--- src/core/gdic_pkg.sv ---
package gdic_pkg;

   // ----------------------------------------------------------------
   // Sizes
   // ----------------------------------------------------------------
   localparam int NUM_PHASES = 3;
   localparam int NUM_DOUT = 5;
   localparam int ADDR_W = 8;
   localparam int DATA_W = 32;
   localparam int DEAD_W = 8;
   localparam int ERR_W = 8;
   localparam int PIN_W = 22;

   // ----------------------------------------------------------------
   // Register byte offsets
   // ----------------------------------------------------------------
   localparam logic [ADDR_W-1:0] CTRL_OFS = 8'h00;
   localparam logic [ADDR_W-1:0] STAT_OFS = 8'h04;
   localparam logic [ADDR_W-1:0] ERR_OFS = 8'h08;
   localparam logic [ADDR_W-1:0] IRQ_STAT_OFS = 8'h0c;
   localparam logic [ADDR_W-1:0] IRQ_MASK_OFS = 8'h10;

   // ----------------------------------------------------------------
   // Control register fields and reset values
   // ----------------------------------------------------------------
   localparam int CTRL_DEAD_LSB = 0;
   localparam int CTRL_VSEL_BIT = 8;
   localparam int CTRL_VMON_BIT = 9;
   localparam int CTRL_CFG_BIT = 10;
   localparam logic [DEAD_W-1:0] CTRL_DEAD_RST = 8'h10;
   localparam logic CTRL_VSEL_RST = 1'b0;
   localparam logic CTRL_VMON_RST = 1'b1;
   localparam logic CTRL_CFG_RST = 1'b1;

   // ----------------------------------------------------------------
   // Error / interrupt bit positions (same layout)
   // ----------------------------------------------------------------
   localparam int ERR_VIO_UV = 0;
   localparam int ERR_VIO_OV = 1;
   localparam int ERR_BOOT_UV = 2;
   localparam int ERR_SHORT_LSB = 3;
   localparam logic [ERR_W-1:0] ERR_RST = 8'h00;
   localparam logic [ERR_W-1:0] IRQ_MASK_RST = 8'h00;

   // Synchroniser reset image: idle pin levels (high-side off, chip select off)
   localparam logic [PIN_W-1:0] PIN_RST = 22'h000007 | (22'h1 << 21);

   // ----------------------------------------------------------------
   // State types
   // ----------------------------------------------------------------
   typedef enum logic [1:0] {
      ST_ACTIVE = 2'b00,
      ST_PWRDN = 2'b01,
      ST_SLEEP = 2'b10
   } gdic_pwr_t;

   typedef enum logic [1:0] {
      DRV_OFF = 2'b00,
      DRV_HS = 2'b01,
      DRV_LS = 2'b10
   } gdic_drv_t;

endpackage

--- src/core/gdic_top.sv ---
`timescale 1ns/1ps
module gdic_top
   import gdic_pkg::*;
#(
   parameter int NPH = NUM_PHASES
)(
   // Clock and reset
   input wire logic clk,
   input wire logic resetn,
   // Register port
   input wire logic [ADDR_W-1:0] reg_addr,
   input wire logic [DATA_W-1:0] reg_wdata,
   input wire logic reg_wr,
   input wire logic reg_rd,
   output logic [DATA_W-1:0] reg_rdata,
   // Phase command pins
   input wire logic [NPH-1:0] high_side_cmd_n,
   input wire logic [NPH-1:0] low_side_cmd,
   // Shutdown pins
   input wire logic bridge_enable,
   input wire logic inhibit_sleep_n,
   input wire logic safe_off,
   // Analog comparators
   input wire logic [NPH-1:0] phase_node_above,
   input wire logic vio_uv_det,
   input wire logic vio_ov_det,
   input wire logic bootstrap_supply_uv,
   input wire logic io_supply_ok,
   // Pad short detectors: feedback 0..2, fault, serial out
   input wire logic [NUM_DOUT-1:0] dout_short,
   // Serial data pad
   input wire logic chip_select_n,
   input wire logic sdo_data,
   output logic sdo_out,
   output logic sdo_oe_n,
   output logic shift_start,
   output logic frame_end,
   // Gate drive
   output logic [NPH-1:0] gate_hs_on,
   output logic [NPH-1:0] gate_ls_on,
   // Feedback and fault pins
   output logic [NPH-1:0] phase_feedback,
   output logic [NPH-1:0] phase_feedback_oe_n,
   output logic fault_n,
   output logic fault_oe_n,
   // Power and monitor control
   output logic supplies_en,
   output logic sleep_mode,
   output logic vio_thr_3v3,
   output logic vio_mon_active,
   // Interrupt
   output logic irq
);

   // ----------------------------------------------------------------
   // Reset release
   // ----------------------------------------------------------------
   logic rst_s1_ff;
   logic rst_s2_ff;
   logic rst_n;

   always_ff @(posedge clk or negedge resetn) begin
      if (!resetn) begin
         rst_s1_ff <= 1'b0;
         rst_s2_ff <= 1'b0;
      end else begin
         rst_s1_ff <= 1'b1;
         rst_s2_ff <= rst_s1_ff;
      end
   end

   assign rst_n = rst_s2_ff;

   // ----------------------------------------------------------------
   // Pin synchronisers
   // ----------------------------------------------------------------
   logic [PIN_W-1:0] pin_raw;
   logic [PIN_W-1:0] pin_s1_ff;
   logic [PIN_W-1:0] pin_ff;

   assign pin_raw = {chip_select_n, io_supply_ok, dout_short, bootstrap_supply_uv, vio_ov_det,
                     vio_uv_det, phase_node_above, safe_off, inhibit_sleep_n, bridge_enable,
                     low_side_cmd, high_side_cmd_n};

   always_ff @(posedge clk or negedge rst_n) begin
      if (!rst_n) begin
         pin_s1_ff <= PIN_RST;
         pin_ff <= PIN_RST;
      end else begin
         pin_s1_ff <= pin_raw;
         pin_ff <= pin_s1_ff;
      end
   end

   logic [NPH-1:0] hs_n_s;
   logic [NPH-1:0] ls_s;
   logic en_s;
   logic inh_n_s;
   logic safe_off_s;
   logic [NPH-1:0] pn_s;
   logic vuv_s;
   logic vov_s;
   logic buv_s;
   logic [NUM_DOUT-1:0] short_s;
   logic vok_s;
   logic cs_n_s;

   assign hs_n_s = pin_ff[2:0];
   assign ls_s = pin_ff[5:3];
   assign en_s = pin_ff[6];
   assign inh_n_s = pin_ff[7];
   assign safe_off_s = pin_ff[8];
   assign pn_s = pin_ff[11:9];
   assign vuv_s = pin_ff[12];
   assign vov_s = pin_ff[13];
   assign buv_s = pin_ff[14];
   assign short_s = pin_ff[19:15];
   assign vok_s = pin_ff[20];
   assign cs_n_s = pin_ff[21];

   // ----------------------------------------------------------------
   // Register decode
   // ----------------------------------------------------------------
   logic wr_ctrl;
   logic wr_irq_stat;
   logic wr_irq_mask;
   logic rd_err;

   assign wr_ctrl = reg_wr && (reg_addr == CTRL_OFS);
   assign wr_irq_stat = reg_wr && (reg_addr == IRQ_STAT_OFS);
   assign wr_irq_mask = reg_wr && (reg_addr == IRQ_MASK_OFS);
   assign rd_err = reg_rd && (reg_addr == ERR_OFS);

   // ----------------------------------------------------------------
   // Power state
   // ----------------------------------------------------------------
   gdic_pwr_t pwr_ff;
   gdic_pwr_t nxt_pwr;

   always_comb begin
      nxt_pwr = pwr_ff;
      case (pwr_ff)
         ST_ACTIVE: begin
            if (!inh_n_s) begin
               nxt_pwr = ST_PWRDN;
            end
         end
         ST_PWRDN: begin
            if (inh_n_s) begin
               nxt_pwr = ST_ACTIVE;
            end else if (buv_s) begin
               nxt_pwr = ST_SLEEP;
            end
         end
         ST_SLEEP: begin
            if (inh_n_s) begin
               nxt_pwr = ST_ACTIVE;
            end
         end
         default: begin
            nxt_pwr = ST_PWRDN;
         end
      endcase
   end

   always_ff @(posedge clk or negedge rst_n) begin
      if (!rst_n) begin
         pwr_ff <= ST_PWRDN;
      end else begin
         pwr_ff <= nxt_pwr;
      end
   end

   logic powered;
   assign powered = (pwr_ff == ST_ACTIVE);

   // ----------------------------------------------------------------
   // Configuration
   // ----------------------------------------------------------------
   logic [DEAD_W-1:0] dead_ff;
   logic vsel_ff;
   logic vmon_ff;
   logic cfg_ff;
   logic cfg_lost;

   assign cfg_lost = !inh_n_s || !powered;

   // writes change thresholds and monitor enable only in configuration mode; losing power restores their reset values
   always_ff @(posedge clk or negedge rst_n) begin
      if (!rst_n) begin
         dead_ff <= CTRL_DEAD_RST;
         vsel_ff <= CTRL_VSEL_RST;
         vmon_ff <= CTRL_VMON_RST;
         cfg_ff <= CTRL_CFG_RST;
      end else if (cfg_lost) begin
         dead_ff <= CTRL_DEAD_RST;
         vsel_ff <= CTRL_VSEL_RST;
         vmon_ff <= CTRL_VMON_RST;
         cfg_ff <= CTRL_CFG_RST;
      end else if (wr_ctrl) begin
         dead_ff <= reg_wdata[CTRL_DEAD_LSB +: DEAD_W];
         cfg_ff <= reg_wdata[CTRL_CFG_BIT];
         if (cfg_ff) begin
            vsel_ff <= reg_wdata[CTRL_VSEL_BIT];
            vmon_ff <= reg_wdata[CTRL_VMON_BIT];
         end
      end
   end

   // ----------------------------------------------------------------
   // Error register
   // ----------------------------------------------------------------
   logic [ERR_W-1:0] err_ff;
   logic [ERR_W-1:0] err_set;
   logic [ERR_W-1:0] nxt_err;

   assign err_set = {short_s,
                     buv_s && powered,
                     vov_s && vmon_ff && powered,
                     vuv_s && vmon_ff && powered};

   // read clears, a new event in the same cycle survives
   assign nxt_err = (err_ff & ~(rd_err ? {ERR_W{1'b1}} : {ERR_W{1'b0}})) | err_set;

   always_ff @(posedge clk or negedge rst_n) begin
      if (!rst_n) begin
         err_ff <= ERR_RST;
      end else begin
         err_ff <= nxt_err;
      end
   end

   // ----------------------------------------------------------------
   // Fault latch
   // ----------------------------------------------------------------
   logic en_d_ff;
   logic fault_lat_ff;
   logic en_fall;

   assign en_fall = en_d_ff && !en_s;

   // falling enable edge clears the latched fault
   always_ff @(posedge clk or negedge rst_n) begin
      if (!rst_n) begin
         en_d_ff <= 1'b0;
         fault_lat_ff <= 1'b0;
      end else begin
         en_d_ff <= en_s;
         if (|err_set) begin
            fault_lat_ff <= 1'b1;
         end else if (en_fall) begin
            fault_lat_ff <= 1'b0;
         end
      end
   end

   // ----------------------------------------------------------------
   // Gate drive
   // ----------------------------------------------------------------
   logic run;
   logic [NPH-1:0] hs_on;
   logic [NPH-1:0] ls_on;
   logic [NPH-1:0] gate_hs_ff;
   logic [NPH-1:0] gate_ls_ff;

   assign run = en_s && powered && !fault_lat_ff;

   genvar ph;
   generate
      for (ph = 0; ph < NPH; ph++) begin : g_phase
         gdic_dead_time u_dead (
            .clk(clk),
            .rst_n(rst_n),
            .dead_cycles(dead_ff),
            .hs_req(run && !hs_n_s[ph]),
            .ls_req(run && ls_s[ph]),
            .hs_on(hs_on[ph]),
            .ls_on(ls_on[ph])
         );
      end
   endgenerate

   // safe-off gates the final stage, bypassing enable and fault logic
   always_ff @(posedge clk or negedge rst_n) begin
      if (!rst_n) begin
         gate_hs_ff <= '0;
         gate_ls_ff <= '0;
      end else begin
         gate_hs_ff <= safe_off_s ? '0 : hs_on;
         gate_ls_ff <= safe_off_s ? '0 : ls_on;
      end
   end

   assign gate_hs_on = gate_hs_ff;
   assign gate_ls_on = gate_ls_ff;

   // ----------------------------------------------------------------
   // Feedback and fault pins
   // ----------------------------------------------------------------
   logic [NPH-1:0] pfb_ff;
   logic fault_n_ff;

   always_ff @(posedge clk or negedge rst_n) begin
      if (!rst_n) begin
         pfb_ff <= '0;
         fault_n_ff <= 1'b1;
      end else begin
         pfb_ff <= pn_s;
         fault_n_ff <= !(fault_lat_ff || (|err_ff));
      end
   end

   // shorted pads stay released until the error is read
   assign phase_feedback = pfb_ff;
   assign phase_feedback_oe_n = err_ff[ERR_SHORT_LSB +: NPH];
   assign fault_n = fault_n_ff;
   assign fault_oe_n = err_ff[ERR_SHORT_LSB + 3];

   // ----------------------------------------------------------------
   // Serial data pad and framing
   // ----------------------------------------------------------------
   logic cs_d_ff;
   logic sdo_ff;

   always_ff @(posedge clk or negedge rst_n) begin
      if (!rst_n) begin
         cs_d_ff <= 1'b1;
         sdo_ff <= 1'b0;
      end else begin
         cs_d_ff <= cs_n_s;
         sdo_ff <= sdo_data;
      end
   end

   // chip select edges frame a transfer
   assign shift_start = cs_d_ff && !cs_n_s;
   assign frame_end = !cs_d_ff && cs_n_s;

   assign sdo_out = sdo_ff;
   assign sdo_oe_n = !(vok_s && !cs_n_s && !err_ff[ERR_SHORT_LSB + 4]);

   // ----------------------------------------------------------------
   // Interrupts
   // ----------------------------------------------------------------
   logic [ERR_W-1:0] irq_stat_ff;
   logic [ERR_W-1:0] irq_mask_ff;

   // Set wins over a write-one clear in the same cycle
   always_ff @(posedge clk or negedge rst_n) begin
      if (!rst_n) begin
         irq_stat_ff <= ERR_RST;
         irq_mask_ff <= IRQ_MASK_RST;
      end else begin
         irq_stat_ff <= (irq_stat_ff & ~(wr_irq_stat ? reg_wdata[ERR_W-1:0] : '0)) | err_set;
         if (wr_irq_mask) begin
            irq_mask_ff <= reg_wdata[ERR_W-1:0];
         end
      end
   end

   assign irq = |(irq_stat_ff & irq_mask_ff);

   // ----------------------------------------------------------------
   // Read-back
   // ----------------------------------------------------------------
   logic [DATA_W-1:0] rd_mux;
   logic [DATA_W-1:0] rdata_ff;

   always_comb begin
      case (reg_addr)
         CTRL_OFS: rd_mux = {21'h0, cfg_ff, vmon_ff, vsel_ff, dead_ff};
         STAT_OFS: rd_mux = {17'h0, pwr_ff, fault_lat_ff, safe_off_s, inh_n_s, en_s,
                             pfb_ff, gate_ls_ff, gate_hs_ff};
         ERR_OFS: rd_mux = {24'h0, err_ff};
         IRQ_STAT_OFS: rd_mux = {24'h0, irq_stat_ff};
         IRQ_MASK_OFS: rd_mux = {24'h0, irq_mask_ff};
         default: rd_mux = '0;
      endcase
   end

   always_ff @(posedge clk or negedge rst_n) begin
      if (!rst_n) begin
         rdata_ff <= '0;
      end else if (reg_rd) begin
         rdata_ff <= rd_mux;
      end else begin
         rdata_ff <= '0;
      end
   end

   assign reg_rdata = rdata_ff;
   assign supplies_en = (pwr_ff != ST_SLEEP);
   assign sleep_mode = (pwr_ff == ST_SLEEP);
   assign vio_thr_3v3 = vsel_ff;
   assign vio_mon_active = vmon_ff;

endmodule

--- src/core/gdic_dead_time.sv ---
`timescale 1ns/1ps
module gdic_dead_time
   import gdic_pkg::*;
(
   // Clock and reset
   input wire logic clk,
   input wire logic rst_n,
   // Control
   input wire logic [DEAD_W-1:0] dead_cycles,
   input wire logic hs_req,
   input wire logic ls_req,
   // Drive
   output logic hs_on,
   output logic ls_on
);

   gdic_drv_t drv_ff;
   gdic_drv_t nxt_drv;
   logic [DEAD_W-1:0] cnt_ff;
   logic [DEAD_W-1:0] nxt_cnt;
   gdic_drv_t want;

   // Both requested at once means neither switch may conduct
   function automatic gdic_drv_t want_of(input logic hs, input logic ls);
      if (hs && !ls) begin
         return DRV_HS;
      end else if (ls && !hs) begin
         return DRV_LS;
      end
      return DRV_OFF;
   endfunction

   assign want = want_of(hs_req, ls_req);

   always_comb begin
      nxt_drv = drv_ff;
      nxt_cnt = cnt_ff;
      if (want != drv_ff) begin
         if (drv_ff != DRV_OFF) begin
            nxt_drv = DRV_OFF;
            nxt_cnt = dead_cycles;
         end else if (cnt_ff == '0) begin
            nxt_drv = want;
         end else begin
            nxt_cnt = cnt_ff - 8'h01;
         end
      end else if (cnt_ff != '0) begin
         nxt_cnt = cnt_ff - 8'h01;
      end
   end

   always_ff @(posedge clk or negedge rst_n) begin
      if (!rst_n) begin
         drv_ff <= DRV_OFF;
         cnt_ff <= '0;
      end else begin
         drv_ff <= nxt_drv;
         cnt_ff <= nxt_cnt;
      end
   end

   assign hs_on = (drv_ff == DRV_HS);
   assign ls_on = (drv_ff == DRV_LS);

endmodule

--- config.mk ---
export PLATFORM = sky130hd
export DESIGN_NAME = gdic_top
export DESIGN_NICKNAME = d
export VERILOG_FILES = /design/src/core/gdic_pkg.sv /design/src/core/gdic_top.sv /design/src/core/gdic_dead_time.sv
export SDC_FILE = /design/constraint.sdc
export NUM_CORES = 1
export LEC_CHECK = 0
export ABC_AREA = 1
export BUFFER_PORTS_ARGS = -buffer_cell sky130_fd_sc_hd__buf_2
export CORE_UTILIZATION = 55
export DETAILED_ROUTE_END_ITERATION = 10
export GPL_TIMING_DRIVEN = 0
export PLACE_DENSITY_LB_ADDON = 0.2
export SKIP_CTS_REPAIR_TIMING = 1
export SYNTH_ARGS = -nofsm -noshare
export SYNTH_HDL_FRONTEND = slang
export SYNTH_SLANG_ARGS = --single-unit
--- constraint.sdc ---
create_clock -name clk -period 4.64 [get_ports clk]
set_clock_uncertainty 0.05 [all_clocks]
set_input_delay 0 -clock clk [delete_from_list [all_inputs] [get_ports clk]]
set_output_delay 0 -clock clk [all_outputs]
set_load 0.01 [all_outputs]
==> impl_metrics.yaml, run 1 <==
global_routing:
  grt_pass1_vias: 4756
  antenna_found_initial: 0
  grt_pass1_wl_microns: 22700
  track_usage: 0.259
  grt_max_degree: 57
  globalRouteOverflowTotal: 0
power_and_ir_drop:
  p_per_area_nw_per_um2: 373
  power_leakage_uw: 0.00399
  vdd_drop_max_uv: 384
timing:
  final.min_clock_period_ns: 2.18
  setup_slack_ns: 2.46
  grt_setup_unrepaired: "false"
  final_max_slew_viol_count: 0
  fmax_ghz: 0.458
  maxSlewHeadroom: 0.619
  min_period_over_period: 0.470
  hold_violations: 0
  worst_pin_slew_ns: 0.571
  setup_viol: 0
  fin_tns_setup_ns: 0
  hold_ws_ns: 0.0149
setup_path:
  crit_required_ns: 5.00
  critical_path.max_fanout: 6
  path_class: "register to register"
  start_kind: "register"
  crit_arrival_ns: 2.54
  cp-end-kind: "register"
clock_network:
  cts-buffers-inserted: 17
  cts_max_level: 4
  clock_latency_ns: 0.52
  clkSinkCount: 142
  clockRootBuffer: "clkbuf_8"
  cts.clk_slew.worst_paths_ns: 0.07
  cts_tree: "done"
  ctsLongestPathBuffers: 2
drt:
  wl_per_cell_microns: 14.6
  via_count: 5066
  post-route-drc-count: 0
  drt_iter0_drc: 363
  drt-vias-per-instance: 5.07
  firstDrtPassIters: 5
  finalWirelength_microns: 14600
  ant_nets: 0
synthesis:
  synth_area_sq_um: 6190
  synth_edf_count: 0
  synth.top_cells.by_count: "136 x nand2_1, 128 x dfrtp_1, 90 x inv_1"
  synth_area_leaders: "dfrtp_1 52%, nand2_1 8.3%, dfstp_2 5.9%"
  seq_area_frac_synth: 0.577
  synth-async-reset-ratio: 1.00
  synth.most_common_cell: "nand2_1"
  ys_ff_latch: 142
  post_synth.cell_area_avg_sq_um: 9.04
  synth_ff_type: "dfrtp_1"
  netlist.area_leader.share: 0.518
  ys_types: 33
  yosys_warnings: 0
  synth_cells: 684
  synth_top_area_cell: "dfrtp_1"
floorplanning:
  fp.dieW_microns: 108
  core_sq_um: 10900
  die_h_microns: 108
  initial_core_util: 0.568
  placementRows: 38
  die_area_sq_um: 11700
  io-pin-count: 122
cells_and_area:
  area_delta_synth_final_pct: 27.6
  diodes: 0
  nets: 923
  drive_gt1_frac: 0.208
  final_cell_count_no_fill: 1000
  utilization: 0.725
place:
  dp_slack_ns: 2.70
  gp_congestion: 0.894
  io_buffers: 83
  dp_cells: 925
  dpl.hpwl_microns: 10300
run:
  cap_violations: 0
run_status:
  outcome: "completed"
worst_hold_path:
  hold_path.class: "input port to register"
## routing by layer
| layer | GRT usage | up-vias | share of wire |
|---|---|---|---|
| met1 | 0.349 | 2391 | 0.45 |
| met5 | 0 | - | 0 |
| met4 | 0.0812 | 0 | 0.014 |
| met3 | 0.0573 | 19 | 0.054 |
| met2 | 0.419 | 179 | 0.48 |
| li1 | - | 2477 | - |
## power breakdown
| group | internal [uW] | total, uW | switching, uW |
|---|---|---|---|
| combinational | 113 | 284 | 171 |
| clock | 747 | 1310 | 568 |
| sequential | 1300 | 1350 | 43.2 |
## cells in the final DEF, fill, tap and decap left out, types with 2 or more instances in the layout
master	netlist	final
inv_8	0	3
ha_1	9	9
conb_1	2	18
clkinv_4	0	2
a21oi_1	21	21
nand2_4	2	2
nand2_1	136	136
inv_6	0	6
a221oi_1	2	2
nand3_1	71	71
nor3_1	10	10
nand2_2	6	6
clkbuf_16	0	16
clkbuf_8	0	2
xor2_1	7	7
dfstp_2	14	14
dfrtp_1	128	127
o22ai_1	9	9
buf_2	3	86
inv_1	90	90
nand4_1	13	13
clkinv_1	2	2
nor2_2	4	4
clkinv_2	1	2
xnor2_1	7	7
nor2_4	3	3
inv_2	2	2
buf_4	21	21
nor2_1	71	71
o21ai_2	2	2
o21ai_1	5	5
o21ai_0	37	37
dlygate4sd3_1	0	43
## layout make-up
cell class	count	area, sq um
buffer	25	184
clock buffer	18	428
clock inverter	14	146
fill	832	3000
inverter	95	358
multi-input combinational	438	2130
sequential	142	3570
tap	140	175
timing repair buffer	128	893
## kinds of logic after synthesis
group,share of synthesized area
other cells,0.00121
simple gates,0.228
fa+ha+maj,0.0182
compound gates,0.0682
buf+inv,0.0876
flops,0.577
xor+xnor,0.0198
## metrics by stage
stage | cell area, sq um | total power (uW)
detailed placement | 6890 | 1620
CTS | 7460 | 2920
global route | 7890 | 3050
floorplan | 6250 | 1520
global placement | 6840 | 1600
finish | 7890 | 2950
## sequential cells by signal (all words and copies together) (netlist names), 3 cells and up
register / flops
pin_s1_ff: 22
irq_stat_ff: 8
gate_ls_on: 3
dead_ff: 8
g_phase.u_dead.drv_ff: 6
pin_ff: 22
err_ff: 8
irq_mask_ff: 8
reg_rdata: 15
gate_hs_on: 3
g_phase.u_dead.cnt_ff: 24
phase_feedback: 3
## final timing paths
path / start / endpoint / slack (ns) / cells after the start
worst max-delay path: pwr_ff[0]$_DFFE_PN1P_ / vio_thr_3v3$_DFFE_PN0P_ / 2.46 / 7
worst min-delay path: reg_addr[1] / reg_rdata[4]$_DFF_PN0_ / 0.01 / 6
max in group asynchronous: rst_n$_DFF_PN0_ / cfg_ff$_DFFE_PN1P_ / 3.28 / 2
worst max register to register: pwr_ff[0]$_DFFE_PN1P_ / vio_thr_3v3$_DFFE_PN0P_ / 2.46 / 7
worst min register to register: rst_n$_DFF_PN0_ / pin_ff[3]$_DFF_PN0_ / 0.28 / 0
min in group asynchronous: resetn / rst_n$_DFF_PN0_ / 0.28 / 3
## critical path: stages, from the launching register on
cell	delay [ns]
dfstp_2	0.53
inv_1	0.08
ha_1	0.29
nand2_1	0.23
inv_1	0.17
nand3_1	0.11
dlygate4sd3_1	0.56
nand2_1	0.06
Power figures use the tool's default switching activity.
==> run 2, diff against run 1 <==
Clock period 4.64 ns to 2.1 ns, I/O delays scaled along.
==> run 2 against run 1 <==
  * Register-to-register slack got worse by 2.4 ns
  * Die area did not move
  * Maximum frequency increased by 8.4%
  * Critical endpoint unchanged
==> impl_metrics.yaml, run 2 (synthesis results as in run 1) <==
clock_network:
  cts_tree: "done"
  cts_max_level: 4
  clock_latency_ns: 0.54
  clockRootBuffer: "clkbuf_8"
  clkSinkCount: 142
  cts-buffers-inserted: 17
  ctsLongestPathBuffers: 2
  cts.clk_slew.worst_paths_ns: 0.06
cells_and_area:
  largest_register_ffs: 24
  largest-register: "g_phase.u_dead.cnt_ff"
  final_common_cell: "nand2_1"
  nets: 924
  fillerInstances: 797
  diodes: 0
  layout_common_cells: "135 x nand2_1, 127 x dfrtp_1, 90 x inv_1"
  largestRegisters: "g_phase.u_dead.cnt_ff x24, pin_ff x22, pin_s1_ff x22"
  drive_gt1_frac: 0.210
  area_delta_synth_final_pct: 28.1
  utilization: 0.728
global_routing:
  antenna_found_initial: 0
  globalRouteOverflowTotal: 0
  met1_usage: 0.358
  use_met2: 0.414
  busiest_layer: "met2"
  grt_pass1_vias: 4803
  grt_max_degree: 57
  grt_pass1_wl_microns: 23100
  track_usage: 0.268
  grt_use_met3: 0.0681
drt:
  firstDrtPassIters: 6
  drt_iter0_drc: 374
  ant_nets: 0
  post-route-drc-count: 0
  wl_per_cell_microns: 15.1
  drt-vias-per-instance: 5.14
  finalWirelength_microns: 15100
  via_count: 5149
setup_path:
  start_kind: "register"
  crit_required_ns: 2.48
  cp-end-kind: "register"
  critical_path.max_fanout: 6
  path_class: "register to register"
  reg2reg_depth: 7
  crit_arrival_ns: 2.40
timing:
  worst_pin_slew_ns: 0.716
  final.min_clock_period_ns: 2.01
  grt_setup_unrepaired: "false"
  final_max_slew_viol_count: 0
  fmax_ghz: 0.497
  maxSlewHeadroom: 0.522
  hold_violations: 0
  setup_viol: 0
  min_period_over_period: 0.959
  fin_tns_setup_ns: 0
  hold_ws_ns: 0.0461
floorplanning:
  io-pin-count: 122
  placementRows: 38
  fp.dieW_microns: 108
  die_h_microns: 108
  initial_core_util: 0.568
  core_sq_um: 10900
  die_area_sq_um: 11700
run:
  cap_violations: 0
worst_hold_path:
  holdPathStages: 2
  hold_path.class: "input port to register"
power_and_ir_drop:
  p_per_area_nw_per_um2: 836
  power_leakage_uw: 0.00401
  vdd_drop_max_uv: 966
place:
  dpl.hpwl_microns: 10300
  io_buffers: 83
  gp_congestion: 0.905
run_status:
  outcome: "completed"
## run 2: path summary, 6_finish.rpt
kind                                        start                       to  slack, ns
min                               inhibit_sleep_n   pin_s1_ff[7]$_DFF_PN0_       0.05
min in group asynchronous                  resetn          rst_n$_DFF_PN0_       0.25
max reg2reg                 pwr_ff[0]$_DFFE_PN1P_  vio_thr_3v3$_DFFE_PN0P_       0.09
min reg2reg                pin_s1_ff[4]$_DFF_PN0_      pin_ff[4]$_DFF_PN0_       0.30
max in group asynchronous         rst_n$_DFF_PN0_        fault_n$_DFF_PN1_       0.66
max                         pwr_ff[0]$_DFFE_PN1P_  vio_thr_3v3$_DFFE_PN0P_       0.09
## run 2: stage by stage
stage / instance area [sq um] / instances / setup WS, ns / power [uW]
CTS: 7470 / 957 / 0.0983 / 6560
floorplan: 6250 / 700 / 0.405 / 3350
global route: 7920 / 1001 / 0.0275 / 6880
global placement: 6840 / 923 / 0.157 / 3540
finish: 7920 / 1001 / 0.0869 / 6620
detailed placement: 6880 / 925 / 0.141 / 3580
## run 2: report_power, final
group / internal [uW] / switching (uW) / leakage, uW
sequential: 2880 / 102 / 0.00169
combinational: 253 / 387 / 0.00203
clock: 1780 / 1210 / 0.000296
total: 4920 / 1700 / 0.00401
## run 2: critical path, stage by stage (launching register included)
cell	delay (ns)
dfstp_2	0.54
inv_1	0.08
ha_2	0.24
nand2_2	0.14
inv_1	0.14
nand3_1	0.10
dlygate4sd3_1	0.56
nand2_1	0.05
## run 2: layout make-up
type	count	area (sq um)	share of cell area
Sequential cell	142	3570	0.451
Multi-Input combinational cell	438	2140	0.270
Timing Repair Buffer	129	896	0.113
Clock buffer	19	442	0.0557
Inverter	95	358	0.0452
Buffer	25	184	0.0232
Tap cell	140	175	0.0221
Clock inverter	13	151	0.0191
## run 2: per-layer routing
metal	wire length, microns	vias up	share of wire
met5	0	-	0
met4	309	0	0.020
met3	1030	29	0.068
met2	7340	225	0.49
met1	6440	2415	0.43
li1	-	2480	-
==> run 3, diff against run 2 <==
Settings changed: PLACE_DENSITY set to 0.91, PLACE_DENSITY_LB_ADDON 0.2 to not set.
==> run 3 against run 2 <==
  * Sequential share of layout area about the same
  * Total power down 0.85%
  * Register-to-register slack worse by 0.09 ns
  * Routed wire length up 23%
  * Largest cell class unchanged
  * Non-clock buffer count up 2
  * Critical path depth up 5
  * Combinational power up 8.3%
  * Cell count up 0.20%
  * Setup slack worse by 0.087 ns
==> impl_metrics.yaml, run 3 (synthesis results as in run 1) <==
setup_path:
  critical_path.max_fanout: 10
  rr_startpoint: "pwr_ff[0]$_DFFE_PN1P_"
  crit_arrival_ns: 2.47
  critPathMaxStageDelay_ns: 0.38
  critical_path_cell_count: 12
  startpoint: "pwr_ff[0]$_DFFE_PN1P_"
  start_kind: "register"
  crit_required_ns: 2.48
  reg2reg_depth: 12
  path_class: "register to register"
  crit_chain: "inv_1 > ha_2 > nand2_2 > nor2_4 > nand2_2 > nand2_2 > nand2_4 > inv_2 > buf_6 > o21ai_1 > nand2_1 > inv_1"
  cp_slowest_cell: "dfstp_2"
  cp-end-kind: "register"
  cp_num_buf_inv: 4
  cp_top_family: "simple AND/OR/NAND/NOR gates"
  crit_top_cell: "nand2_2"
cells_and_area:
  final_common_cell: "nand2_1"
  drive_gt1_frac: 0.210
  fillerInstances: 629
  nets: 926
  largest-register: "g_phase.u_dead.cnt_ff"
  largest_register_ffs: 24
  area_delta_synth_final_pct: 28.1
  layout_common_cells: "136 x nand2_1, 127 x dfrtp_1, 90 x inv_1"
  largestRegisters: "g_phase.u_dead.cnt_ff x24, pin_ff x22, pin_s1_ff x22"
  diodes: 0
  utilization: 0.728
  postLayoutCellArea_sq_um: 7920
floorplanning:
  die_h_microns: 108
  io-pin-count: 122
  placementRows: 38
  fp.dieW_microns: 108
  core_sq_um: 10900
  initial_core_util: 0.568
  die_area_sq_um: 11700
timing:
  setup_viol: 0
  final_max_slew_viol_count: 0
  fin_tns_setup_ns: 0
  final.min_clock_period_ns: 2.10
  hold_violations: 0
  worst_pin_slew_ns: 0.493
  maxSlewHeadroom: 0.669
  min_period_over_period: 1.00
  setup_slack_ns: 0.000234
  fmax_ghz: 0.476
  hold_ws_ns: 0.0189
power_and_ir_drop:
  vdd_drop_max_uv: 797
  p_per_area_nw_per_um2: 829
  power_leakage_uw: 0.00401
worst_hold_path:
  hold_path.class: "input port to register"
  holdPathStages: 6
  min_from: "reg_addr[3]"
clock_network:
  clock_latency_ns: 0.53
  clockRootBuffer: "clkbuf_8"
  cts.clk_slew.worst_paths_ns: 0.06
  ctsLongestPathBuffers: 2
  cts_max_level: 4
  cts-buffers-inserted: 17
  clkSinkCount: 142
  cts_tree: "done"
global_routing:
  track_usage: 0.303
  globalRouteOverflowTotal: 0
  grt_pass1_vias: 5287
  grt_pass1_wl_microns: 26000
  grt_max_degree: 61
  antenna_found_initial: 0
place:
  io_buffers: 83
  dpl.hpwl_microns: 10800
  dp_slack_ns: 0.118
  dpl_cell_area_sq_um: 6900
  gp_congestion: 0.938
drt:
  drt-vias-per-instance: 5.73
  via_count: 5749
  drt_iter0_drc: 908
  wl_per_cell_microns: 18.6
  finalWirelength_microns: 18600
  ant_nets: 0
  post-route-drc-count: 0
  firstDrtPassIters: 7
run:
  cap_violations: 0
run_status:
  outcome: "completed"
[run 3: worst paths after layout]
path / endpoint / slack (ns)
setup / recovery: g_phase[1].u_dead.cnt_ff[0]$_DFFE_PN0P_ / 0.0002
hold / removal: err_ff[2]$_DFF_PN0_ / 0.02
setup reg to reg: g_phase[1].u_dead.cnt_ff[0]$_DFFE_PN0P_ / 0.0002
hold reg to reg: sdo_out$_DFF_PN0_ / 0.21
max in group asynchronous: dead_ff[4]$_DFFE_PN1P_ / 0.82
min in group asynchronous: sdo_out$_DFF_PN0_ / 0.21
[run 3: where the power goes]
part           switching, uW  total, uW  internal, uW
clock                   1150       2890          1740
combinational            443        694           251
sequential              96.3       2980          2880
[run 3: metal layers]
layer  track usage  vias up  wire length (microns)
met5             0        -                      0
met3        0.0958      130                   1920
met1         0.365     2687                   6390
met4         0.193        0                   1200
met2         0.470      449                   9110
li1              -     2483                      -
[run 3: per-stage QoR]
step                instances  total power, uW
floorplan                 700             3350
global placement          923             3530
detailed placement        925             3580
CTS                       957             6420
global route             1003             6760
finish                   1003             6560
[run 3: worst min-delay path, cell delays in order]
cell,delay [ns]
buf_2,0.11
inv_1,0.08
nor3_2,0.07
nand2_1,0.08
nor2_2,0.08
o21ai_0,0.14
[run 3: cell type report]
type                            count  area [sq um]  area share
Multi-Input combinational cell    438          2140       0.270
Buffer                             25           184      0.0232
Clock buffer                       21           449      0.0567
Sequential cell                   142          3570       0.451
Tap cell                          140           175      0.0221
Inverter                           95           358      0.0452
Timing Repair Buffer              131           923       0.117
Clock inverter                     11           116      0.0147
